--- src/kw_consts.svh ---
// constants of the keypad wake unit: register map, fields, reset values
`ifndef KW_CONSTS_SVH
`define KW_CONSTS_SVH
`define LINES          8
`define OFF_STATUS_CTRL 12'h000
`define OFF_LINE_EN     12'h004
`define OFF_POLARITY    12'h008
`define OFF_PULL_EN     12'h00C
`define OFF_IRQ_STATUS  12'h010
`define OFF_IRQ_ENABLE  12'h014
`define OFF_IRQ_CLEAR   12'h018
`define BIT_MODE        0
`define BIT_IE          1
`define BIT_ACK         2
`define BIT_FLAG        3
`define EV_EDGE         0
`define EV_LEVEL        1
`define EV_BITS         2
`define RST_BYTE        8'h00
`define RST_WORD        32'h0000_0000
`endif

--- src/kw_pkg.sv ---
// types shared by the keypad wake unit
package kw_pkg;
  typedef enum logic {MODE_EDGE, MODE_EDGE_LEVEL} detect_mode_t;
endpackage : kw_pkg

--- src/edge_detect.sv ---
// edge and level logic over all lines, with one shared re-arm, for the keypad wake unit
`timescale 1ns/10ps
`default_nettype none
`include "kw_consts.svh"
module edge_detect (
  // clock and reset
  input  wire logic               pclk,
  input  wire logic               presetn,
  // configuration and lines
  input  wire logic [`LINES-1:0]  lines,
  input  wire logic [`LINES-1:0]  enable,
  input  wire logic [`LINES-1:0]  polarity,
  // results
  output logic                    edge_hit,
  output logic                    any_asserted
);
  logic [`LINES-1:0] prev;
  logic [`LINES-1:0] next_prev;
  logic              armed;
  logic              next_armed;
  logic [`LINES-1:0] asserted_now;
  logic [`LINES-1:0] asserted_prev;

  // 0 means low level, 1 means high level
  always_comb begin
    asserted_now  = ~(lines ^ polarity);
    asserted_prev = ~(prev ^ polarity);
  end

  // edge is deasserted then asserted on consecutive cycles
  always_comb begin
    any_asserted = |(asserted_now & enable);
    edge_hit     = armed && |(asserted_now & ~asserted_prev & enable);
    next_prev    = lines;
    // re-arm only once every enabled line is deasserted
    if (!any_asserted) begin
      next_armed = 1'b1;
    end else if (edge_hit) begin
      next_armed = 1'b0;
    end else begin
      next_armed = armed;
    end
  end

  // armed stays low after reset until no enabled line is asserted, blocking spurious edges
  always_ff @(posedge pclk or negedge presetn) begin
    if (!presetn) begin
      prev  <= `RST_BYTE;
      armed <= 1'b0;
    end else begin
      prev  <= next_prev;
      armed <= next_armed;
    end
  end

  // a hit disarms, a held line keeps it disarmed
  disarm_on_hit_a: assert property (@(posedge pclk) disable iff (!presetn)
    edge_hit |=> !armed)
    else $error("detector still armed after edge");
  held_disarmed_a: assert property (@(posedge pclk) disable iff (!presetn)
    (!armed && any_asserted) |=> !armed)
    else $error("detector re-armed while line asserted");
endmodule : edge_detect
`default_nettype wire

--- src/keypad_wake_unit.sv ---
// keypad wake unit: apb registers, flag, interrupt, pull control
// Behaviour
// - eight lines, each with an enable bit that admits it to detection.
// - one mode bit selects edge-only or edge-and-level sensing for all lines.
// - each line has a polarity bit choosing falling/low or rising/high.
// - falling polarity detects an edge when a line goes from 1 to 0 on consecutive cycles.
// - rising polarity detects an edge when a line goes from 0 to 1 on consecutive cycles.
// - edge detection re-arms only when all enabled lines are deasserted.
// - in edge mode a valid edge sets the wake flag.
// - the cpu interrupt is high while the wake flag and its enable are both set.
// - in edge mode writing 1 to the acknowledge bit clears the flag.
// - in edge-and-level mode an edge or an asserted level sets the flag.
// - in edge-and-level mode acknowledge clears only if all enabled lines are deasserted.
// - with pull enabled, polarity 0 pulls up and polarity 1 pulls down.
// - mode bit 0 is edge-only and 1 is edge-plus-level.
// - polarity 0 is falling/low and 1 is rising/high.
// - writes to the flag position do nothing and acknowledge reads as zero.
`timescale 1ns/10ps
`default_nettype none
`include "kw_consts.svh"
module keypad_wake_unit
  import kw_pkg::*;
(
  // clock and reset
  input  wire logic               pclk,
  input  wire logic               presetn,
  // apb slave
  input  wire logic               psel,
  input  wire logic               penable,
  input  wire logic               pwrite,
  input  wire logic [11:0]        paddr,
  input  wire logic [31:0]        pwdata,
  output logic      [31:0]        prdata,
  output logic                    pready,
  output logic                    pslverr,
  // keypad lines and pad control
  input  wire logic [`LINES-1:0]  key_lines,
  output logic      [`LINES-1:0]  pull_on,
  output logic      [`LINES-1:0]  pull_down,
  // interrupts
  output logic                    wake_irq,
  output logic                    event_irq
);
  detect_mode_t      detect_mode_sel;
  logic              wake_irq_enable;
  logic              wake_flag;
  logic [`LINES-1:0] line_enable_reg;
  logic [`LINES-1:0] polarity_reg;
  logic [`LINES-1:0] port_pull_enable;
  logic [`EV_BITS-1:0] ev_status;
  logic [`EV_BITS-1:0] ev_enable;

  detect_mode_t      next_mode;
  logic              next_ie;
  logic              next_flag;
  logic [`LINES-1:0] next_line_en;
  logic [`LINES-1:0] next_pol;
  logic [`LINES-1:0] next_pull;
  logic [`EV_BITS-1:0] next_ev_status;
  logic [`EV_BITS-1:0] next_ev_enable;
  logic [31:0]       next_prdata;
  logic              next_pready;
  logic              next_pslverr;
  logic [`LINES-1:0] next_pull_on;
  logic [`LINES-1:0] next_pull_down;
  logic              next_wake_irq;
  logic              next_event_irq;

  logic [`LINES-1:0] lines_sync;
  logic              edge_hit;
  logic              any_asserted;
  logic              wr_access;
  logic              rd_access;
  logic              ack_write;
  logic              set_flag;
  logic              known;

  // address check, used by read and write paths
  function automatic logic mapped(input logic [11:0] a);
    mapped = (a == `OFF_STATUS_CTRL) || (a == `OFF_LINE_EN) || (a == `OFF_POLARITY) ||
             (a == `OFF_PULL_EN) || (a == `OFF_IRQ_STATUS) || (a == `OFF_IRQ_ENABLE) ||
             (a == `OFF_IRQ_CLEAR);
  endfunction : mapped

  line_sync line_sync_i (
    .pclk     (pclk),
    .presetn  (presetn),
    .raw_in   (key_lines),
    .sync_out (lines_sync)
  );

  // all lines reach the detector, which masks them with line_enable_reg
  edge_detect edge_detect_i (
    .pclk         (pclk),
    .presetn      (presetn),
    .lines        (lines_sync),
    .enable       (line_enable_reg),
    .polarity     (polarity_reg),
    .edge_hit     (edge_hit),
    .any_asserted (any_asserted)
  );

  // apb answers in the access cycle: pready is registered high in the setup cycle
  // no wait states: the read mux works in setup, so data is in place when pready rises
  always_comb begin
    known     = mapped(paddr);
    wr_access = psel && penable && pready && pwrite;
    rd_access = psel && !penable && !pwrite;
    ack_write = wr_access && (paddr == `OFF_STATUS_CTRL) && pwdata[`BIT_ACK];
  end

  // one mode bit serves every line
  // mode 0 edge only, mode 1 adds level
  always_comb begin
    if (detect_mode_sel == MODE_EDGE_LEVEL) begin
      set_flag = edge_hit || any_asserted;
    end else begin
      set_flag = edge_hit;
    end
  end

  // register writes and flag update
  always_comb begin
    next_mode    = detect_mode_sel;
    next_ie      = wake_irq_enable;
    next_line_en = line_enable_reg;
    next_pol     = polarity_reg;
    next_pull    = port_pull_enable;
    next_ev_enable = ev_enable;
    next_ev_status = ev_status;
    next_flag    = wake_flag;
    if (wr_access) begin
      if (paddr == `OFF_STATUS_CTRL) begin
        next_mode = detect_mode_t'(pwdata[`BIT_MODE]);
        next_ie   = pwdata[`BIT_IE];
      end else if (paddr == `OFF_LINE_EN) begin
        next_line_en = pwdata[`LINES-1:0];
      end else if (paddr == `OFF_POLARITY) begin
        next_pol = pwdata[`LINES-1:0];
      end else if (paddr == `OFF_PULL_EN) begin
        next_pull = pwdata[`LINES-1:0];
      end else if (paddr == `OFF_IRQ_ENABLE) begin
        next_ev_enable = pwdata[`EV_BITS-1:0];
      end else if (paddr == `OFF_IRQ_CLEAR) begin
        next_ev_status = ev_status & ~pwdata[`EV_BITS-1:0];
      end
    end
    // events win over a clear in the same cycle
    next_ev_status[`EV_EDGE]  = next_ev_status[`EV_EDGE] | edge_hit;
    next_ev_status[`EV_LEVEL] = next_ev_status[`EV_LEVEL] |
                                (any_asserted && detect_mode_sel == MODE_EDGE_LEVEL);
    // level mode: clear only when no enabled line is asserted
    if (ack_write && !(detect_mode_sel == MODE_EDGE_LEVEL && any_asserted)) begin
      next_flag = 1'b0;
    end
    // a set in the acknowledge cycle is kept
    if (set_flag) begin
      next_flag = 1'b1;
    end
  end

  // read mux and bus answer
  always_comb begin
    next_prdata  = `RST_WORD;
    next_pready  = psel && !penable;
    next_pslverr = psel && !penable && !known;
    if (rd_access) begin
      if (paddr == `OFF_STATUS_CTRL) begin
        next_prdata[`BIT_FLAG] = wake_flag;
        next_prdata[`BIT_IE]   = wake_irq_enable;
        next_prdata[`BIT_MODE] = detect_mode_sel;
      end else if (paddr == `OFF_LINE_EN) begin
        next_prdata[`LINES-1:0] = line_enable_reg;
      end else if (paddr == `OFF_POLARITY) begin
        next_prdata[`LINES-1:0] = polarity_reg;
      end else if (paddr == `OFF_PULL_EN) begin
        next_prdata[`LINES-1:0] = port_pull_enable;
      end else if (paddr == `OFF_IRQ_STATUS) begin
        next_prdata[`EV_BITS-1:0] = ev_status;
      end else if (paddr == `OFF_IRQ_ENABLE) begin
        next_prdata[`EV_BITS-1:0] = ev_enable;
      end
    end else if (psel && penable) begin
      next_prdata = prdata;
    end
  end

  // outputs computed from next state so they track registers with no lag
  always_comb begin
    next_pull_on   = next_pull;
    next_pull_down = next_pol & next_pull;
    // flag and enable drive the cpu request
    next_wake_irq  = next_flag && next_ie;
    next_event_irq = |(next_ev_status & next_ev_enable);
  end

  // registers only; every output of the unit leaves from a flop
  always_ff @(posedge pclk or negedge presetn) begin
    if (!presetn) begin
      detect_mode_sel  <= MODE_EDGE;
      wake_irq_enable  <= 1'b0;
      wake_flag        <= 1'b0;
      line_enable_reg  <= `RST_BYTE;
      polarity_reg     <= `RST_BYTE;
      port_pull_enable <= `RST_BYTE;
      ev_status        <= '0;
      ev_enable        <= '0;
      prdata           <= `RST_WORD;
      pready           <= 1'b0;
      pslverr          <= 1'b0;
      pull_on          <= `RST_BYTE;
      pull_down        <= `RST_BYTE;
      wake_irq         <= 1'b0;
      event_irq        <= 1'b0;
    end else begin
      detect_mode_sel  <= next_mode;
      wake_irq_enable  <= next_ie;
      wake_flag        <= next_flag;
      line_enable_reg  <= next_line_en;
      polarity_reg     <= next_pol;
      port_pull_enable <= next_pull;
      ev_status        <= next_ev_status;
      ev_enable        <= next_ev_enable;
      prdata           <= next_prdata;
      pready           <= next_pready;
      pslverr          <= next_pslverr;
      pull_on          <= next_pull_on;
      pull_down        <= next_pull_down;
      wake_irq         <= next_wake_irq;
      event_irq        <= next_event_irq;
    end
  end

  // checks
  irq_follows_a: assert property (@(posedge pclk) disable iff (!presetn)
    wake_irq == (wake_flag && wake_irq_enable)) else $error("irq not equal flag and enable");
  edge_sets_flag_a: assert property (@(posedge pclk) disable iff (!presetn)
    edge_hit |=> wake_flag) else $error("edge did not set flag");
  level_holds_flag_a: assert property (@(posedge pclk) disable iff (!presetn)
    (any_asserted && detect_mode_sel == MODE_EDGE_LEVEL) |=> wake_flag) else $error("level flag lost");
  ack_clears_a: assert property (@(posedge pclk) disable iff (!presetn)
    (ack_write && !set_flag && detect_mode_sel == MODE_EDGE) |=> !wake_flag) else $error("ack did not clear");
  flag_no_write_a: assert property (@(posedge pclk) disable iff (!presetn)
    (!set_flag && !ack_write) |=> wake_flag == $past(wake_flag)) else $error("flag changed without cause");
  ack_reads_zero_a: assert property (@(posedge pclk) disable iff (!presetn)
    !prdata[`BIT_ACK] || $past(paddr) != `OFF_STATUS_CTRL) else $error("ack bit read as one");
  pull_dir_a: assert property (@(posedge pclk) disable iff (!presetn)
    pull_down == (polarity_reg & port_pull_enable)) else $error("pull direction wrong");
  disabled_quiet_a: assert property (@(posedge pclk) disable iff (!presetn)
    (line_enable_reg == `RST_BYTE) |-> !edge_hit && !any_asserted) else $error("disabled line detected");

  // mode bit taken from a status write
  mode_write_a: assert property (@(posedge pclk) disable iff (!presetn)
    (wr_access && paddr == `OFF_STATUS_CTRL) |=> ((detect_mode_sel == MODE_EDGE_LEVEL) == $past(pwdata[`BIT_MODE])))
    else $error("mode bit not written");

  // enable bits taken from a write
  enable_write_a: assert property (@(posedge pclk) disable iff (!presetn)
    (wr_access && paddr == `OFF_LINE_EN) |=> line_enable_reg == $past(pwdata[`LINES-1:0]))
    else $error("line enable not written");

  // polarity bits taken from a write
  polarity_write_a: assert property (@(posedge pclk) disable iff (!presetn)
    (wr_access && paddr == `OFF_POLARITY) |=> polarity_reg == $past(pwdata[`LINES-1:0]))
    else $error("polarity not written");

  // edge mode sets only on an edge
  edge_only_a: assert property (@(posedge pclk) disable iff (!presetn)
    (detect_mode_sel == MODE_EDGE && !edge_hit && !wake_flag) |=> !wake_flag)
    else $error("flag set without edge");

  // edge mode ack ignores held lines
  edge_ack_held_a: assert property (@(posedge pclk) disable iff (!presetn)
    (ack_write && detect_mode_sel == MODE_EDGE && any_asserted && !edge_hit) |=> !wake_flag)
    else $error("held line blocked edge ack");

  // edge sets flag in level mode
  level_edge_sets_a: assert property (@(posedge pclk) disable iff (!presetn)
    (detect_mode_sel == MODE_EDGE_LEVEL && edge_hit) |=> wake_flag)
    else $error("edge lost in level mode");

  // ack refused while a line is asserted
  level_ack_keeps_a: assert property (@(posedge pclk) disable iff (!presetn)
    (ack_write && detect_mode_sel == MODE_EDGE_LEVEL && any_asserted) |=> wake_flag)
    else $error("flag cleared with line asserted");

  // ack accepted once lines are idle
  level_ack_clears_a: assert property (@(posedge pclk) disable iff (!presetn)
    (ack_write && detect_mode_sel == MODE_EDGE_LEVEL && !any_asserted) |=> !wake_flag)
    else $error("idle ack did not clear");

  // a one in the flag position is ignored
  flag_write_ignored_a: assert property (@(posedge pclk) disable iff (!presetn)
    (wr_access && paddr == `OFF_STATUS_CTRL && pwdata[`BIT_FLAG] && !set_flag && !wake_flag) |=> !wake_flag)
    else $error("flag set by a write");

  // pull enable passed to the pads
  pull_enable_a: assert property (@(posedge pclk) disable iff (!presetn)
    pull_on == port_pull_enable)
    else $error("pull enable wrong");
endmodule : keypad_wake_unit
`default_nettype wire

--- src/line_sync.sv ---
// two-flop synchroniser for the keypad input lines
`timescale 1ns/10ps
`default_nettype none
`include "kw_consts.svh"
module line_sync (
  // clock and reset
  input  wire logic               pclk,
  input  wire logic               presetn,
  // lines
  input  wire logic [`LINES-1:0]  raw_in,
  output logic      [`LINES-1:0]  sync_out
);
  logic [`LINES-1:0] meta;
  logic [`LINES-1:0] next_meta;
  logic [`LINES-1:0] next_sync;

  // pins are asynchronous, so only the second flop is read
  always_comb begin
    next_meta = raw_in;
    next_sync = meta;
  end

  always_ff @(posedge pclk or negedge presetn) begin
    if (!presetn) begin
      meta     <= `RST_BYTE;
      sync_out <= `RST_BYTE;
    end else begin
      meta     <= next_meta;
      sync_out <= next_sync;
    end
  end
endmodule : line_sync
`default_nettype wire

--- config.mk ---
export PLATFORM = sky130hd
export DESIGN_NAME = keypad_wake_unit
export DESIGN_NICKNAME = d
export VERILOG_FILES = /design/src/kw_pkg.sv /design/src/edge_detect.sv /design/src/keypad_wake_unit.sv /design/src/line_sync.sv
export VERILOG_INCLUDE_DIRS = /design/src
export SDC_FILE = /design/constraint.sdc
export NUM_CORES = 1
export LEC_CHECK = 0
export BUFFER_PORTS_ARGS = -buffer_cell sky130_fd_sc_hd__buf_4
export CELL_PAD_IN_SITES_DETAIL_PLACEMENT = 1
export CELL_PAD_IN_SITES_GLOBAL_PLACEMENT = 1
export CORE_ASPECT_RATIO = 0.6
export CORE_MARGIN = 2
export CORE_UTILIZATION = 36
export CTS_CLUSTER_DIAMETER = 200
export DETAILED_ROUTE_END_ITERATION = 12
export GPL_ROUTABILITY_DRIVEN = 0
export PLACE_DENSITY = 0.74
export SETUP_SLACK_MARGIN = 0.05
export SKIP_LAST_GASP = 1
export SYNTH_ARGS = -nofsm -noshare
export SYNTH_HDL_FRONTEND = slang
export SYNTH_HIERARCHICAL = 1
export SYNTH_SLANG_ARGS = --single-unit
--- constraint.sdc ---
create_clock -name pclk -period 1.7 [get_ports pclk]
set_input_delay 0.34 -clock pclk [delete_from_list [all_inputs] [get_ports pclk]]
set_output_delay 0.34 -clock pclk [all_outputs]
set_load 0.005 [all_outputs]
==> run_results.csv <==
group,metric,value,unit
floorplan,ios,109,
detailed_routing,route.detailed.wl_per_inst,21.0,um
power,sequential_power_share,42.2,%
final_layout,fillerInstances,953,
global_route,grt_max_degree,30,
power,clkPwrFrac,50.6,%
final_layout,layout.area.seq,1900,sq um
detailed_routing,drc_errors_left,0,
clock_network,cts.sinks,76,
yosys,synthArstFlopShare,100,%
setup_path,worstSetupStartpointType,"flip-flop",
yosys,yosys.cell_count.top_type,"sky130_fd_sc_hd__dfrtp_1",
detailed_routing,num_vias,2885,
yosys,synth_simple_gate_area_share,13.2,%
clock_network,worstSkewPairLatency,340,ps
yosys,synth-xor-area-share,2.01,%
yosys,ys_seq_elements,76,
sta,worst_clock_skew,6.69,ps
detailed_routing,postRouteAntennaNets,0,
run_status,run_status,"finished with violations",
clock_network,cts_root_buf,"sky130_fd_sc_hd__clkbuf_16",
yosys,netlist_area,3490,sq um
detailed_routing,drtIter0Drc,146,
global_route,grt_pass1_wl,17700,um
sta,max_clock_freq,527,MHz
sta,timing.final.hold_violations,0,
detailed_routing,drt_pass1_iterations,4,
sta,setup_viol,25,
setup_path,worstSetupPathType,"flip-flop to flip-flop",
floorplan,placeableCoreArea,9290,sq um
sta,finalSetupTns,-1020,ps
setup_path,critPathMaxFanout,4,
yosys,synth_compound_gate_area_share,12.2,%
power,irDropWorstVdd,0.000509,V
sta,final_min_period,1900,ps
yosys,synth_area_leaders,"sky130_fd_sc_hd__dfrtp_1, sky130_fd_sc_hd__mux2_2, sky130_fd_sc_hd__buf_4, sky130_fd_sc_hd__nor4_4, sky130_fd_sc_hd__o22a_1",
detailed_routing,avgViaCountPerCell,5.17,
clock_network,h-tree-depth,3,
setup_path,worst_ep_required_time,1920,ps
sta,rsz0062_at_grt,"true",
global_route,use_met3,7.64,%
yosys,netlist_top_cells_count,"sky130_fd_sc_hd__dfrtp_1, sky130_fd_sc_hd__mux2_2, sky130_fd_sc_hd__buf_4",
global_route,grt_busiest_layer,"met2",
clock_network,numCtsBuffers,9,
yosys,post_synth_top_area_share,54.5,%
sta,fin_worst_hold_slack,108,ps
floorplan,dieArea,10500,sq um
yosys,ys_warn_count,6,
final_layout,footprint_of_the_multi_input_gates,1730,sq um
worst_hold_path,hp-class,"input pin to flip-flop",
flow_run,maxCapViolations,0,
power,power-per-cell-area,841,nW/um^2
global_route,gr-usage-met2,37.4,%
final_layout,area_growth_syn_to_layout,50.6,%
worst_hold_path,worstHoldPathCells,1,
setup_path,critical_path.endpoint_type,"flip-flop",
sta,tightest_slew,532,ps
sta,slew_hr,64.1,%
global_route,groute.usage.overall,22.4,%
final_layout,antenna-diode-count,0,
yosys,synth_cells,290,
yosys,synthDominantAreaCellType,"sky130_fd_sc_hd__dfrtp_1",
yosys,muxShareOfSynthArea,10.7,%
yosys,main_combinational_cell_family_by_area_after_synthesis,"simple AND/OR/NAND/NOR gates",
floorplan,die_y,80.3,um
yosys,synthFlopType,"sky130_fd_sc_hd__dfrtp_1",
setup_path,worst-endpoint-arrival,2110,ps
floorplan,row_cnt,27,
power,cell_internal_pwr,0.00349,W
sta,timing.final.crit_share,112,%
placement,detailedPlacementHpwl,7700,um
yosys,ys_seq_area_share,54.5,%
power,power.switching,0.000928,W
detailed_routing,route.final.wire_length,11700,um
sta,finalMaxSlewViolations,0,
global_route,global_route.usage.met1,27.2,%
final_layout,utilization,56.6,%
global_route,via_count_of_the_first_global_routing_pass,3187,
setup_path,timing.reg2reg.worst_path_depth,7,
floorplan,fp.dieW,131,um
power,power_leakage,2.63,nW
power,power_switching_share,21.0,%
placement,numPortBuffers,60,
power,combPwrFrac,7.3,%
final_layout,proportion_of_layout_cells_with_a_drive_suffix_above_1,47.9,%
sta,final.setup.worst_slack,-198,ps
global_route,global_route.overflow_total,0,
yosys,syn-mean-instance-area,12.0,sq um
yosys,synth-edff-count,0,
clock_network,cts_buffer_depth,2,
run_status,failing_checks,"setup timing",
clock_network,path_clk_slew,60,ps
yosys,synth_adder_area_share,0,%
clock_network,tritoncts,"yes",
yosys,yosys.cell_types.count,52,
global_route,antenna_found_initial,0,
final_layout,final_net_count,480,
floorplan,start_util,37.6,%
stage by stage:
stage / instances / power [W] / cell area (sq um) / setup WS, ps
floorplan: 313 / 0.00201 / 3640 / -119
global placement: 524 / 0.00216 / 4470 / -318
detailed placement: 524 / 0.00217 / 4470 / -448
CTS: 555 / 0.00445 / 5110 / -107
global route: 558 / 0.00458 / 5260 / -252
finish: 558 / 0.00442 / 5260 / -198
power by group through the flow:
stage	registers, W	clock network (W)	logic, W
6_report	0.00186	0.00224	0.000321
3_5_place_dp	0.00189	0	0.000280
2_1_floorplan	0.00189	0	0.000123
4_1_cts	0.00186	0.00229	0.000302
5_1_grt	0.00187	0.00237	0.000349
3_3_place_gp	0.00189	0	0.000268
path summary, 6_finish.rpt:
| check | from | endpoint | slack [ps] |
|---|---|---|---|
| max | line_sync_i/sync_out[1]$_DFF_PN0_ | wake_irq$_DFF_PN0_ | -200 |
| min | key_lines[5] | line_sync_i/meta[5]$_DFF_PN0_ | 110 |
| max reg2reg | line_sync_i/sync_out[1]$_DFF_PN0_ | wake_irq$_DFF_PN0_ | -200 |
| min reg2reg | line_sync_i/meta[4]$_DFF_PN0_ | line_sync_i/sync_out[4]$_DFF_PN0_ | 350 |
| max in group asynchronous | presetn | line_sync_i/meta[0]$_DFF_PN0_ | 730 |
| min in group asynchronous | presetn | polarity_reg[6]$_DFF_PN0_ | 470 |
kinds of logic after synthesis:
kind of cell / count (synthesis)
flip-flops: 76
AND/OR/NAND/NOR: 72
AO/OA/AOI/OAI: 60
buffers and inverters: 39
multiplexers: 34
XOR/XNOR: 8
other: 1
area by class of cell:
| class | count | share of cell area [%] |
|---|---|---|
| flip-flops and latches | 76 | 36.2 |
| clock buffers | 12 | 4.88 |
| well taps | 130 | 3.09 |
| inverters | 5 | 0.357 |
| multi-input cells | 199 | 32.8 |
| repair buffers | 132 | 20.9 |
| clock inverters | 4 | 1.81 |
cells in the final DEF, fill, tap and decap left out, drive strengths merged, types with 9 or more instances in the layout:
master and n:
nor2 17, conb 24, nand2 18, buf 131, clkbuf 12, dfrtp 76, mux2 28, o21ai 9
o21a 9
critical path: stages (launching register included):
cell,delay [ps]
sky130_fd_sc_hd__dfrtp_1,430
sky130_fd_sc_hd__and4b_2,260
sky130_fd_sc_hd__a31oi_4,200
sky130_fd_sc_hd__nand3_2,90
sky130_fd_sc_hd__o31a_1,360
sky130_fd_sc_hd__a21oi_2,190
sky130_fd_sc_hd__inv_1,70
sky130_fd_sc_hd__o21a_1,180
repair_timing:
| action | CTS | global route |
|---|---|---|
| gates resized for setup | 38 | 24 |
| buffers inserted | 13 | 3 |
| endpoints found under the hold margin | 24 | 0 |
| pin swaps | 14 | 11 |
| gates cloned | 1 | 0 |
| setup endpoints to repair | 42 | 45 |
| hold buffers | 1 | 0 |
per-layer routing:
layer | part of all wire (%) | vias up | routed length (um)
met2 | 49 | 114 | 5760
met4 | 2.0 | 0 | 232
met5 | 0 | - | 0
met1 | 43 | 1477 | 5040
li1 | - | 1274 | -
met3 | 5.7 | 20 | 665
(Power assumes the default switching activity.)
